## config.mk

```make
export PLATFORM = sky130hd
export DESIGN_NAME = tpw_timer
export DESIGN_NICKNAME = d
export VERILOG_FILES = /design/src/verilog/tpw_pkg.sv /design/src/verilog/tpw_timer.sv
export SDC_FILE = /design/constraint.sdc
export NUM_CORES = 1
export LEC_CHECK = 0
export BUFFER_PORTS_ARGS = -buffer_cell sky130_fd_sc_hd__buf_4
export CAP_MARGIN = 20
export CORE_MARGIN = 2
export CORE_UTILIZATION = 60
export CTS_CLUSTER_SIZE = 30
export DETAILED_ROUTE_END_ITERATION = 6
export MAX_ROUTING_LAYER = met4
export PLACE_DENSITY = 0.88
export SLEW_MARGIN = 20
export SYNTH_ARGS = -nofsm -noshare
export SYNTH_HDL_FRONTEND = slang
export SYNTH_SLANG_ARGS = --single-unit
```

## constraint.sdc

```tcl
create_clock -name pclk -period 4.9 [get_ports pclk]
set_input_delay 0.49 -clock pclk [delete_from_list [all_inputs] [get_ports pclk]]
set_output_delay 0.49 -clock pclk [all_outputs]
set_load 0.005 [all_outputs]
```

## src/verilog/tpw_pkg.sv

```systemverilog
package tpw_pkg;

	// apb register byte offsets
	localparam logic [7:0] TPW_CTRL_OFS    = 8'h00;
	localparam logic [7:0] TPW_CMPA_OFS    = 8'h04;
	localparam logic [7:0] TPW_CMPB_OFS    = 8'h08;
	localparam logic [7:0] TPW_COUNT_OFS   = 8'h0c;
	localparam logic [7:0] TPW_STATUS_OFS  = 8'h10;

	// control register field positions
	localparam int TPW_WGM_LSB   = 0;
	localparam int TPW_CSEL_LSB  = 4;
	localparam int TPW_COMB_LSB  = 8;
	localparam int TPW_COMA_LSB  = 10;
	localparam int TPW_DIRA_BIT  = 12;
	localparam int TPW_DIRB_BIT  = 13;

	// status register field positions
	localparam int TPW_OVF_BIT   = 0;
	localparam int TPW_MFA_BIT   = 1;
	localparam int TPW_MFB_BIT   = 2;
	localparam int TPW_OCA_BIT   = 3;
	localparam int TPW_OCB_BIT   = 4;
	localparam int TPW_DOWN_BIT  = 5;

	// reset values
	localparam logic [31:0] TPW_CTRL_RST = 32'h0000_0000;
	localparam logic [7:0]  TPW_CMP_RST  = 8'h00;

	// counter limits
	localparam logic [7:0] TPW_BOTTOM = 8'h00;
	localparam logic [7:0] TPW_MAX    = 8'hff;

	// waveform modes
	localparam logic [2:0] TPW_WGM_PC_FF   = 3'h1;
	localparam logic [2:0] TPW_WGM_FAST_FF = 3'h3;
	localparam logic [2:0] TPW_WGM_PC_A    = 3'h5;
	localparam logic [2:0] TPW_WGM_FAST_A  = 3'h7;

	// compare output modes
	localparam logic [1:0] TPW_COM_OFF    = 2'h0;
	localparam logic [1:0] TPW_COM_TOGGLE = 2'h1;
	localparam logic [1:0] TPW_COM_NONINV = 2'h2;
	localparam logic [1:0] TPW_COM_INV    = 2'h3;

	// prescaler selects: 0, 6 and 7 stopped, 1 to 5 give N = 1, 8, 64, 256, 1024
	localparam logic [2:0] TPW_CS_STOP = 3'h0;
	localparam logic [2:0] TPW_CS_1    = 3'h1;
	localparam logic [2:0] TPW_CS_8    = 3'h2;
	localparam logic [2:0] TPW_CS_64   = 3'h3;
	localparam logic [2:0] TPW_CS_256  = 3'h4;
	localparam logic [2:0] TPW_CS_1024 = 3'h5;
	localparam int TPW_PRE_W = 10;

	typedef struct packed {
		logic [1:0] mode;
		logic       out_dir;
	} tpw_chan_cfg_s;

	typedef struct packed {
		logic level;
		logic oe;
	} tpw_pin_s;

endpackage

```

## src/verilog/tpw_timer.sv

```systemverilog
// The address map and the APB interface to the registers are this design's own decisions.
`timescale 1ns/1ps
module tpw_timer
	import tpw_pkg::*;
(
	// apb
	input  wire logic        pclk,
	input  wire logic        presetn,
	input  wire logic        psel,
	input  wire logic        penable,
	input  wire logic        pwrite,
	input  wire logic [7:0]  paddr,
	input  wire logic [31:0] pwdata,
	output logic      [31:0] prdata,
	output logic             pready,
	output logic             pslverr,
	// port pins
	output logic             chan_a_output,
	output logic             chan_a_oe,
	output logic             chan_b_output,
	output logic             chan_b_oe,
	output logic             chan_a_override,
	output logic             chan_b_override
);

	logic [31:0] ctrl_reg;
	logic [7:0]  cmpa_buf_reg, cmpb_buf_reg;
	logic [7:0]  cmpa_reg, cmpb_reg;
	logic [7:0]  counter_value_reg, counter_value_next;
	logic        down_reg, down_next;
	logic        overflow_flag_reg, chan_a_match_flag_reg, chan_b_match_flag_reg;
	logic        oca_reg, ocb_reg, oca_next, ocb_next;
	logic [TPW_PRE_W-1:0] pre_reg;
	logic        tick_reg;

	wire [2:0]  waveform_mode = ctrl_reg[TPW_WGM_LSB +: 3];
	wire [2:0]  csel          = ctrl_reg[TPW_CSEL_LSB +: 3];
	wire [1:0]  chan_a_output_mode = ctrl_reg[TPW_COMA_LSB +: 2];
	wire [1:0]  chan_b_output_mode = ctrl_reg[TPW_COMB_LSB +: 2];
	wire        waveform_mode_high_bit = waveform_mode[2];

	// apb decode
	wire        wr_en  = psel && penable && pwrite;
	wire        rd_hit = (paddr == TPW_CTRL_OFS) || (paddr == TPW_CMPA_OFS) || (paddr == TPW_CMPB_OFS)
		|| (paddr == TPW_COUNT_OFS) || (paddr == TPW_STATUS_OFS);
	wire        wr_ctrl = wr_en && (paddr == TPW_CTRL_OFS);
	wire        wr_cmpa = wr_en && (paddr == TPW_CMPA_OFS);
	wire        wr_cmpb = wr_en && (paddr == TPW_CMPB_OFS);
	wire        wr_cnt  = wr_en && (paddr == TPW_COUNT_OFS);
	wire        wr_stat = wr_en && (paddr == TPW_STATUS_OFS);

	// mode decode
	wire        mode_fast = (waveform_mode == TPW_WGM_FAST_FF) || (waveform_mode == TPW_WGM_FAST_A);
	wire        mode_pc   = (waveform_mode == TPW_WGM_PC_FF) || (waveform_mode == TPW_WGM_PC_A);
	wire        mode_pwm  = mode_fast || mode_pc;
	wire [7:0]  top       = waveform_mode_high_bit ? cmpa_reg : TPW_MAX;

	// prescaler: divider gives a one-cycle enable
	logic       pre_hit;
	always_comb begin
		case (csel)
			TPW_CS_1:    pre_hit = 1'b1;
			TPW_CS_8:    pre_hit = (pre_reg[2:0] == 3'h7);
			TPW_CS_64:   pre_hit = (pre_reg[5:0] == 6'h3f);
			TPW_CS_256:  pre_hit = (pre_reg[7:0] == 8'hff);
			TPW_CS_1024: pre_hit = (pre_reg == 10'h3ff);
			default:     pre_hit = 1'b0;
		endcase
	end
	wire        timer_clock_enable = tick_reg;

	always_ff @(posedge pclk or negedge presetn) begin
		if (!presetn) begin
			pre_reg  <= '0;
			tick_reg <= 1'b0;
		end else begin
			pre_reg  <= (csel == TPW_CS_STOP) ? '0 : pre_reg + 10'h001;
			tick_reg <= pre_hit && (csel != TPW_CS_STOP);
		end
	end

	// counter sequencing
	wire        at_top    = (counter_value_reg == top);
	wire        at_bottom = (counter_value_reg == TPW_BOTTOM);
	always_comb begin
		counter_value_next = counter_value_reg;
		down_next          = down_reg;
		if (mode_fast) begin
			counter_value_next = at_top ? TPW_BOTTOM : counter_value_reg + 8'h01;
			down_next          = 1'b0;
		end else if (mode_pc) begin
			if (!down_reg) begin
				if (at_top) begin
					down_next          = 1'b1;
					counter_value_next = (top == TPW_BOTTOM) ? TPW_BOTTOM : counter_value_reg - 8'h01;
				end else begin
					counter_value_next = counter_value_reg + 8'h01;
				end
			end else begin
				if (at_bottom) begin
					down_next          = 1'b0;
					counter_value_next = (top == TPW_BOTTOM) ? TPW_BOTTOM : 8'h01;
				end else begin
					counter_value_next = counter_value_reg - 8'h01;
				end
			end
		end else begin
			counter_value_next = counter_value_reg + 8'h01;
			down_next          = 1'b0;
		end
	end

	// fast pwm: polarity level at match, opposite level at wrap
	function automatic logic fast_next(input logic cur, input logic up_lvl, input logic match,
		input logic [7:0] cmp, input logic wrap);
		logic r;
		r = cur;
		if (cmp == TPW_MAX) begin
			// match at max is ignored, the level is fixed at wrap
			if (wrap)
				r = ~up_lvl;
		end else if (wrap && !(match && cmp == TPW_BOTTOM)) begin
			r = ~up_lvl;
		end else if (match) begin
			r = up_lvl;
		end
		return r;
	endfunction

	// phase correct: extremes give constant levels, matches act by direction
	function automatic logic pc_next(input logic cur, input logic up_lvl, input logic match,
		input logic [7:0] cmp, input logic cnt_down, input logic pc_bottom, input logic pc_top);
		logic r;
		r = cur;
		if (cmp == TPW_MAX) begin
			// a match at max is ignored; the down-count level is applied at top
			if (pc_top)
				r = ~up_lvl;
		end else if (cmp == TPW_BOTTOM) begin
			// a match at bottom is ignored; the up-count level is applied there
			if (pc_bottom)
				r = up_lvl;
		end else if (match) begin
			r = cnt_down ? ~up_lvl : up_lvl;
		end else if (pc_bottom) begin
			// restores the level below the match, so a missed down match is still applied
			r = ~up_lvl;
		end
		return r;
	endfunction

	// compare output level logic per channel
	function automatic logic out_next(input logic cur, input logic [1:0] mode, input logic toggle_ok,
		input logic match, input logic [7:0] cmp, input logic cnt_down, input logic fast,
		input logic pc, input logic wrap, input logic pc_bottom, input logic pc_top);
		logic up_lvl;
		logic r;
		r = cur;
		up_lvl = (mode == TPW_COM_INV);
		if (mode == TPW_COM_OFF) begin
			r = cur;
		end else if (mode == TPW_COM_TOGGLE) begin
			if (toggle_ok && (fast || pc) && match)
				r = ~cur;
		end else if (fast) begin
			r = fast_next(cur, up_lvl, match, cmp, wrap);
		end else if (pc) begin
			r = pc_next(cur, up_lvl, match, cmp, cnt_down, pc_bottom, pc_top);
		end
		return r;
	endfunction

	wire match_a = (counter_value_reg == cmpa_reg);
	wire match_b = (counter_value_reg == cmpb_reg);
	wire wrap    = mode_fast && at_top;
	wire pc_bot  = mode_pc && down_reg && at_bottom;
	wire pc_top  = mode_pc && !down_reg && at_top;
	always_comb begin
		oca_next = out_next(oca_reg, chan_a_output_mode, waveform_mode_high_bit, match_a, cmpa_reg, down_reg,
			mode_fast, mode_pc, wrap, pc_bot, pc_top);
		ocb_next = out_next(ocb_reg, chan_b_output_mode, 1'b0, match_b, cmpb_reg, down_reg,
			mode_fast, mode_pc, wrap, pc_bot, pc_top);
	end

	// buffer update point: top in fast/pc, immediate otherwise
	wire upd_pt = !mode_pwm || (mode_fast && at_top) || pc_top;

	always_ff @(posedge pclk or negedge presetn) begin
		if (!presetn) begin
			counter_value_reg <= TPW_BOTTOM;
			down_reg          <= 1'b0;
			oca_reg           <= 1'b0;
			ocb_reg           <= 1'b0;
			cmpa_reg          <= TPW_CMP_RST;
			cmpb_reg          <= TPW_CMP_RST;
		end else begin
			if (wr_cnt) begin
				counter_value_reg <= pwdata[7:0];
			end else if (timer_clock_enable) begin
				counter_value_reg <= counter_value_next;
				down_reg          <= down_next;
				oca_reg           <= oca_next;
				ocb_reg           <= ocb_next;
				if (upd_pt) begin
					cmpa_reg <= cmpa_buf_reg;
					cmpb_reg <= cmpb_buf_reg;
				end
			end
		end
	end

	// flags: hardware set wins over software clear
	wire ovf_set = timer_clock_enable && ((mode_fast && at_top) || pc_bot
		|| (!mode_pwm && counter_value_reg == TPW_MAX));
	wire mfa_set = timer_clock_enable && match_a;
	wire mfb_set = timer_clock_enable && match_b;

	always_ff @(posedge pclk or negedge presetn) begin
		if (!presetn) begin
			overflow_flag_reg     <= 1'b0;
			chan_a_match_flag_reg <= 1'b0;
			chan_b_match_flag_reg <= 1'b0;
		end else begin
			overflow_flag_reg     <= ovf_set || (overflow_flag_reg && !(wr_stat && pwdata[TPW_OVF_BIT]));
			chan_a_match_flag_reg <= mfa_set || (chan_a_match_flag_reg && !(wr_stat && pwdata[TPW_MFA_BIT]));
			chan_b_match_flag_reg <= mfb_set || (chan_b_match_flag_reg && !(wr_stat && pwdata[TPW_MFB_BIT]));
		end
	end

	// control and buffer writes
	always_ff @(posedge pclk or negedge presetn) begin
		if (!presetn) begin
			ctrl_reg     <= TPW_CTRL_RST;
			cmpa_buf_reg <= TPW_CMP_RST;
			cmpb_buf_reg <= TPW_CMP_RST;
		end else begin
			if (wr_ctrl)
				ctrl_reg <= pwdata & 32'h0000_3f77;
			if (wr_cmpa)
				cmpa_buf_reg <= pwdata[7:0];
			if (wr_cmpb)
				cmpb_buf_reg <= pwdata[7:0];
		end
	end

	// read mux
	wire [31:0] status_word = {26'h0, down_reg, ocb_reg, oca_reg, chan_b_match_flag_reg,
		chan_a_match_flag_reg, overflow_flag_reg};
	wire [31:0] rd_word =
		(paddr == TPW_CTRL_OFS)   ? ctrl_reg :
		(paddr == TPW_CMPA_OFS)   ? {24'h0, cmpa_buf_reg} :
		(paddr == TPW_CMPB_OFS)   ? {24'h0, cmpb_buf_reg} :
		(paddr == TPW_COUNT_OFS)  ? {24'h0, counter_value_reg} :
		(paddr == TPW_STATUS_OFS) ? status_word : 32'h0000_0000;

	// per-channel configuration travels as one struct
	tpw_chan_cfg_s cfg_a;
	tpw_chan_cfg_s cfg_b;
	assign cfg_a = {chan_a_output_mode, ctrl_reg[TPW_DIRA_BIT]};
	assign cfg_b = {chan_b_output_mode, ctrl_reg[TPW_DIRB_BIT]};

	// pin override: level visible only when direction out
	wire ovr_a = (chan_a_output_mode != TPW_COM_OFF)
		&& !(chan_a_output_mode == TPW_COM_TOGGLE && mode_pwm && !waveform_mode_high_bit);
	wire ovr_b = (chan_b_output_mode != TPW_COM_OFF)
		&& !(chan_b_output_mode == TPW_COM_TOGGLE && mode_pwm);

	always_ff @(posedge pclk or negedge presetn) begin
		if (!presetn) begin
			prdata          <= 32'h0000_0000;
			pready          <= 1'b0;
			pslverr         <= 1'b0;
			chan_a_output   <= 1'b0;
			chan_a_oe       <= 1'b0;
			chan_b_output   <= 1'b0;
			chan_b_oe       <= 1'b0;
			chan_a_override <= 1'b0;
			chan_b_override <= 1'b0;
		end else begin
			pready          <= psel && !penable;
			pslverr         <= psel && !penable && !rd_hit;
			prdata          <= (psel && !penable && !pwrite) ? rd_word : 32'h0000_0000;
			chan_a_output   <= oca_reg;
			chan_b_output   <= ocb_reg;
			chan_a_override <= ovr_a;
			chan_b_override <= ovr_b;
			chan_a_oe       <= ovr_a && cfg_a.out_dir;
			chan_b_oe       <= ovr_b && cfg_b.out_dir;
		end
	end

endmodule // tpw_timer

```

==> flow_summary_export.csv <==
group,metric,value,unit
outcome,outcome,"complete, no violations",
timing,maxSlewHeadroom,46.0,%
finish,nFillCells,675,
setup_path,worstPathArrival,3.16,ns
synthesis,synth_cell_types,73,
global_route,antenna_found_initial,0,
clock_network,cts_tree,"built",
global_route,overflow,0,
route,num_vias,4316,
die,ioPinCount,85,
synthesis,synth_common_cells,"dfrtp_1 (91), mux2_2 (44), nor2_1 (44)",
synthesis,synth_seq_cells,91,
placement,dpl.hpwl,9.82,mm
timing,grt_setup_unrepaired,"no",
global_route,grt_pass1_vias,4327,
synthesis,synth-edff-count,0,
setup_path,crit_chain,"nand2_2 -> a21o_1 -> a2111oi_4 -> o21a_4 -> a21oi_2 -> nor2_4 -> mux2_2",
setup_path,crit_path_end_kind,"flip-flop",
timing,setup_viol,0,
synthesis,ys_seq_area_share,43.4,%
synthesis,syn-cell-area,0.00525,sq mm
timing,hold_viol,0,
global_route,grt_max_degree,65,
finish,largest_reg_flops,14,
job,drv_cap,0,
setup_path,worstSetupStartpointType,"flip-flop",
power_and_ir_drop,pwr-share-clk,32.8,%
route,routed_wl,13.8,mm
die,die-area,0.00951,sq mm
finish,antenna_cells,0,
timing,worst_pin_slew,0.810,ns
power_and_ir_drop,power.leakage,2.63,nW
route,vias_per_cell,6.51,
die,core_area,0.00859,sq mm
synthesis,netlist_top_cells_area,"dfrtp_1 (43%), mux2_2 (9.4%), xnor2_1 (3.3%)",
synthesis,ys.flop_type,"dfrtp_1",
route,drtPass1Iterations,7,
global_route,grt_usage,30.6,%
power_and_ir_drop,power_frac_seq,47.7,%
setup_path,cp_top_family,"compound AO/OA/AOI/OAI gates",
timing,post-route-min-period,2.91,ns
worst_hold_path,hp-class,"in2async",
finish,nNetsFinal,600,
synthesis,synth_warnings,0,
finish,layout.cells.non_filler,663,
timing,fin_worst_skew,0.0127,ns
synthesis,synth_top_area_share,43.4,%
finish,finalInstanceArea,0.00580,sq mm
clock_network,clock_path_buffers,2,
global_route,grt_pass1_wl,22.3,mm
placement,placed_area,0.00553,sq mm
power_and_ir_drop,intPower,0.00131,W
finish,seq_area,0.00228,sq mm
clock_network,ctsRootBufferMaster,"clkbuf_8",
clock_network,path_clk_slew,0.10,ns
route,drc,0,
die,initial_core_util,61.1,%
finish,drive_gt1_share,22.3,%
placement,place_congestion,0.948,
synthesis,netlist_instances,520,
synthesis,synth_top_cell_by_area,"dfrtp_1",
power_and_ir_drop,peakVddDrop,0.203,mV
clock_network,cts_resized,0,
die,core.rowCount,34,
synthesis,syn_area_per_cell,10.1,sq um
finish,syn2layout_area_growth,10.5,%
placement,place_inst,647,
clock_network,htree_levels,3,
setup_path,cp_max_fo,16,
route,drt_iter0_drc,574,
power_and_ir_drop,p_switching,0.000647,W
timing,fin_crit_sh,59.4,%
placement,portBuffers,48,
die,die_h,97.5,um
finish,multi_input_area,0.00272,sq mm
timing,final-max-slew-violation-count,0,
clock_network,clock_sinks,91,
synthesis,async_reset_ff_share,100,%
power_and_ir_drop,sw_frac_of_total,33.1,%
power_and_ir_drop,p_comb_share,19.5,%
die,die_w,97.5,um
setup_path,critPathKind,"reg2reg",
synthesis,yosysMostFrequentCell,"dfrtp_1",
setup_path,rr_worst_depth,7,
route,antenna_left,0,
power_and_ir_drop,power_density,337,mW/mm^2
clock_network,cts_buffers,9,
clock_network,cts_setup_buffers,0,
setup_path,critPathMaxStageDelay,0.79,ns
setup_path,cpMaxStageDelayCell,"dfrtp_1",
setup_path,path_buf_inv,0,
clock_network,postCtsHoldBufs,0,
route,wl_per_cell,20.9,um
timing,fmax,344,MHz
setup_path,path_depth,7,
setup_path,cp.required,5.15,ns
clock_network,clkLatencyLatePin,0.37,ns
timing,tns,0,ns
[routing by layer]
metal / GRT usage (%) / part of all wire [%] / vias to the layer above
met5: - / 0 / -
met4: 14.9 / 3.5 / 0
met3: 4.68 / 7.2 / 47
met2: 49.4 / 50 / 250
met1: 37.8 / 39 / 2118
li1: - / - / 1901
[final timing paths]
check | from | end | slack (ns)
max reg2reg | counter_value_reg[4] | cmpb_reg[3] | 1.99
max | counter_value_reg[4] | cmpb_reg[3] | 1.99
max in group asynchronous | presetn | pre_reg[1] | 3.75
min in group pclk | penable | pready | 0.29
min | presetn | chan_a_output | 0.02
min reg2reg | pre_reg[0] | pre_reg[0] | 0.50
[cells by family after synthesis]
logic type,Yosys count,share of synthesized area (%)
other,1,0.0715
flip-flops,91,43.4
XOR/XNOR,30,5.01
adder cells (fa/ha/maj),5,1.19
AND/OR/NAND/NOR,189,19.0
AO/OA/AOI/OAI,93,13.5
multiplexers,54,11.8
buffers and inverters,57,6.06
[power groups by stage]
stage / Combinational, W / Sequential, W / Clock, W
final: 0.000381 / 0.000932 / 0.000640
after floorplan: 0.000393 / 0.000817 / 0
after global routing: 0.000420 / 0.000934 / 0.000676
after detailed placement: 0.000369 / 0.000939 / 0
after CTS: 0.000375 / 0.000923 / 0.000642
after global placement: 0.000352 / 0.000930 / 0
[area by class of cell]
class | count | area share, %
multi-input cells | 389 | 46.9
flip-flops and latches | 91 | 39.3
repair buffers | 49 | 6.34
clock inverters | 7 | 2.33
well taps | 108 | 2.33
clock buffers | 9 | 2.14
inverters | 10 | 0.647
[cell usage in the layout (no fill, tap or decap), types with 4 or more instances in the layout]
| cell type | count |
|---|---|
| a22oi_1 | 5 |
| a211oi_1 | 5 |
| a221oi_1 | 7 |
| o21ai_0 | 15 |
| nand4_1 | 8 |
| clkbuf_8 | 9 |
| nand3_1 | 20 |
| conb_1 | 18 |
| buf_4 | 49 |
| inv_1 | 8 |
| mux2_2 | 44 |
| nand2b_1 | 5 |
| o31ai_1 | 4 |
| nand2_1 | 37 |
| nor4_1 | 6 |
| xnor2_1 | 20 |
| mux2i_1 | 8 |
| dfrtp_1 | 91 |
| and2_1 | 13 |
| a22o_1 | 6 |
| ha_1 | 5 |
| xor2_1 | 10 |
| nor3_1 | 16 |
| nor2_1 | 44 |
| nor2b_1 | 8 |
| a21oi_1 | 16 |
| and3_1 | 8 |
[per-stage QoR]
step / setup slack [ns] / power, W / hold WS [ns] / util, %
after floorplan: 2.64 / 0.00121 / 0.194 / -
after global placement: 2.16 / 0.00128 / 0.420 / 64.4
after detailed placement: 2.04 / 0.00131 / 0.423 / 64.4
after CTS: 2.04 / 0.00194 / 0.0339 / 67.4
after global routing: 1.88 / 0.00203 / 0.0537 / 67.5
final: 1.99 / 0.00195 / 0.0198 / 67.5
Note: power is estimated with default switching activity, not from simulation.
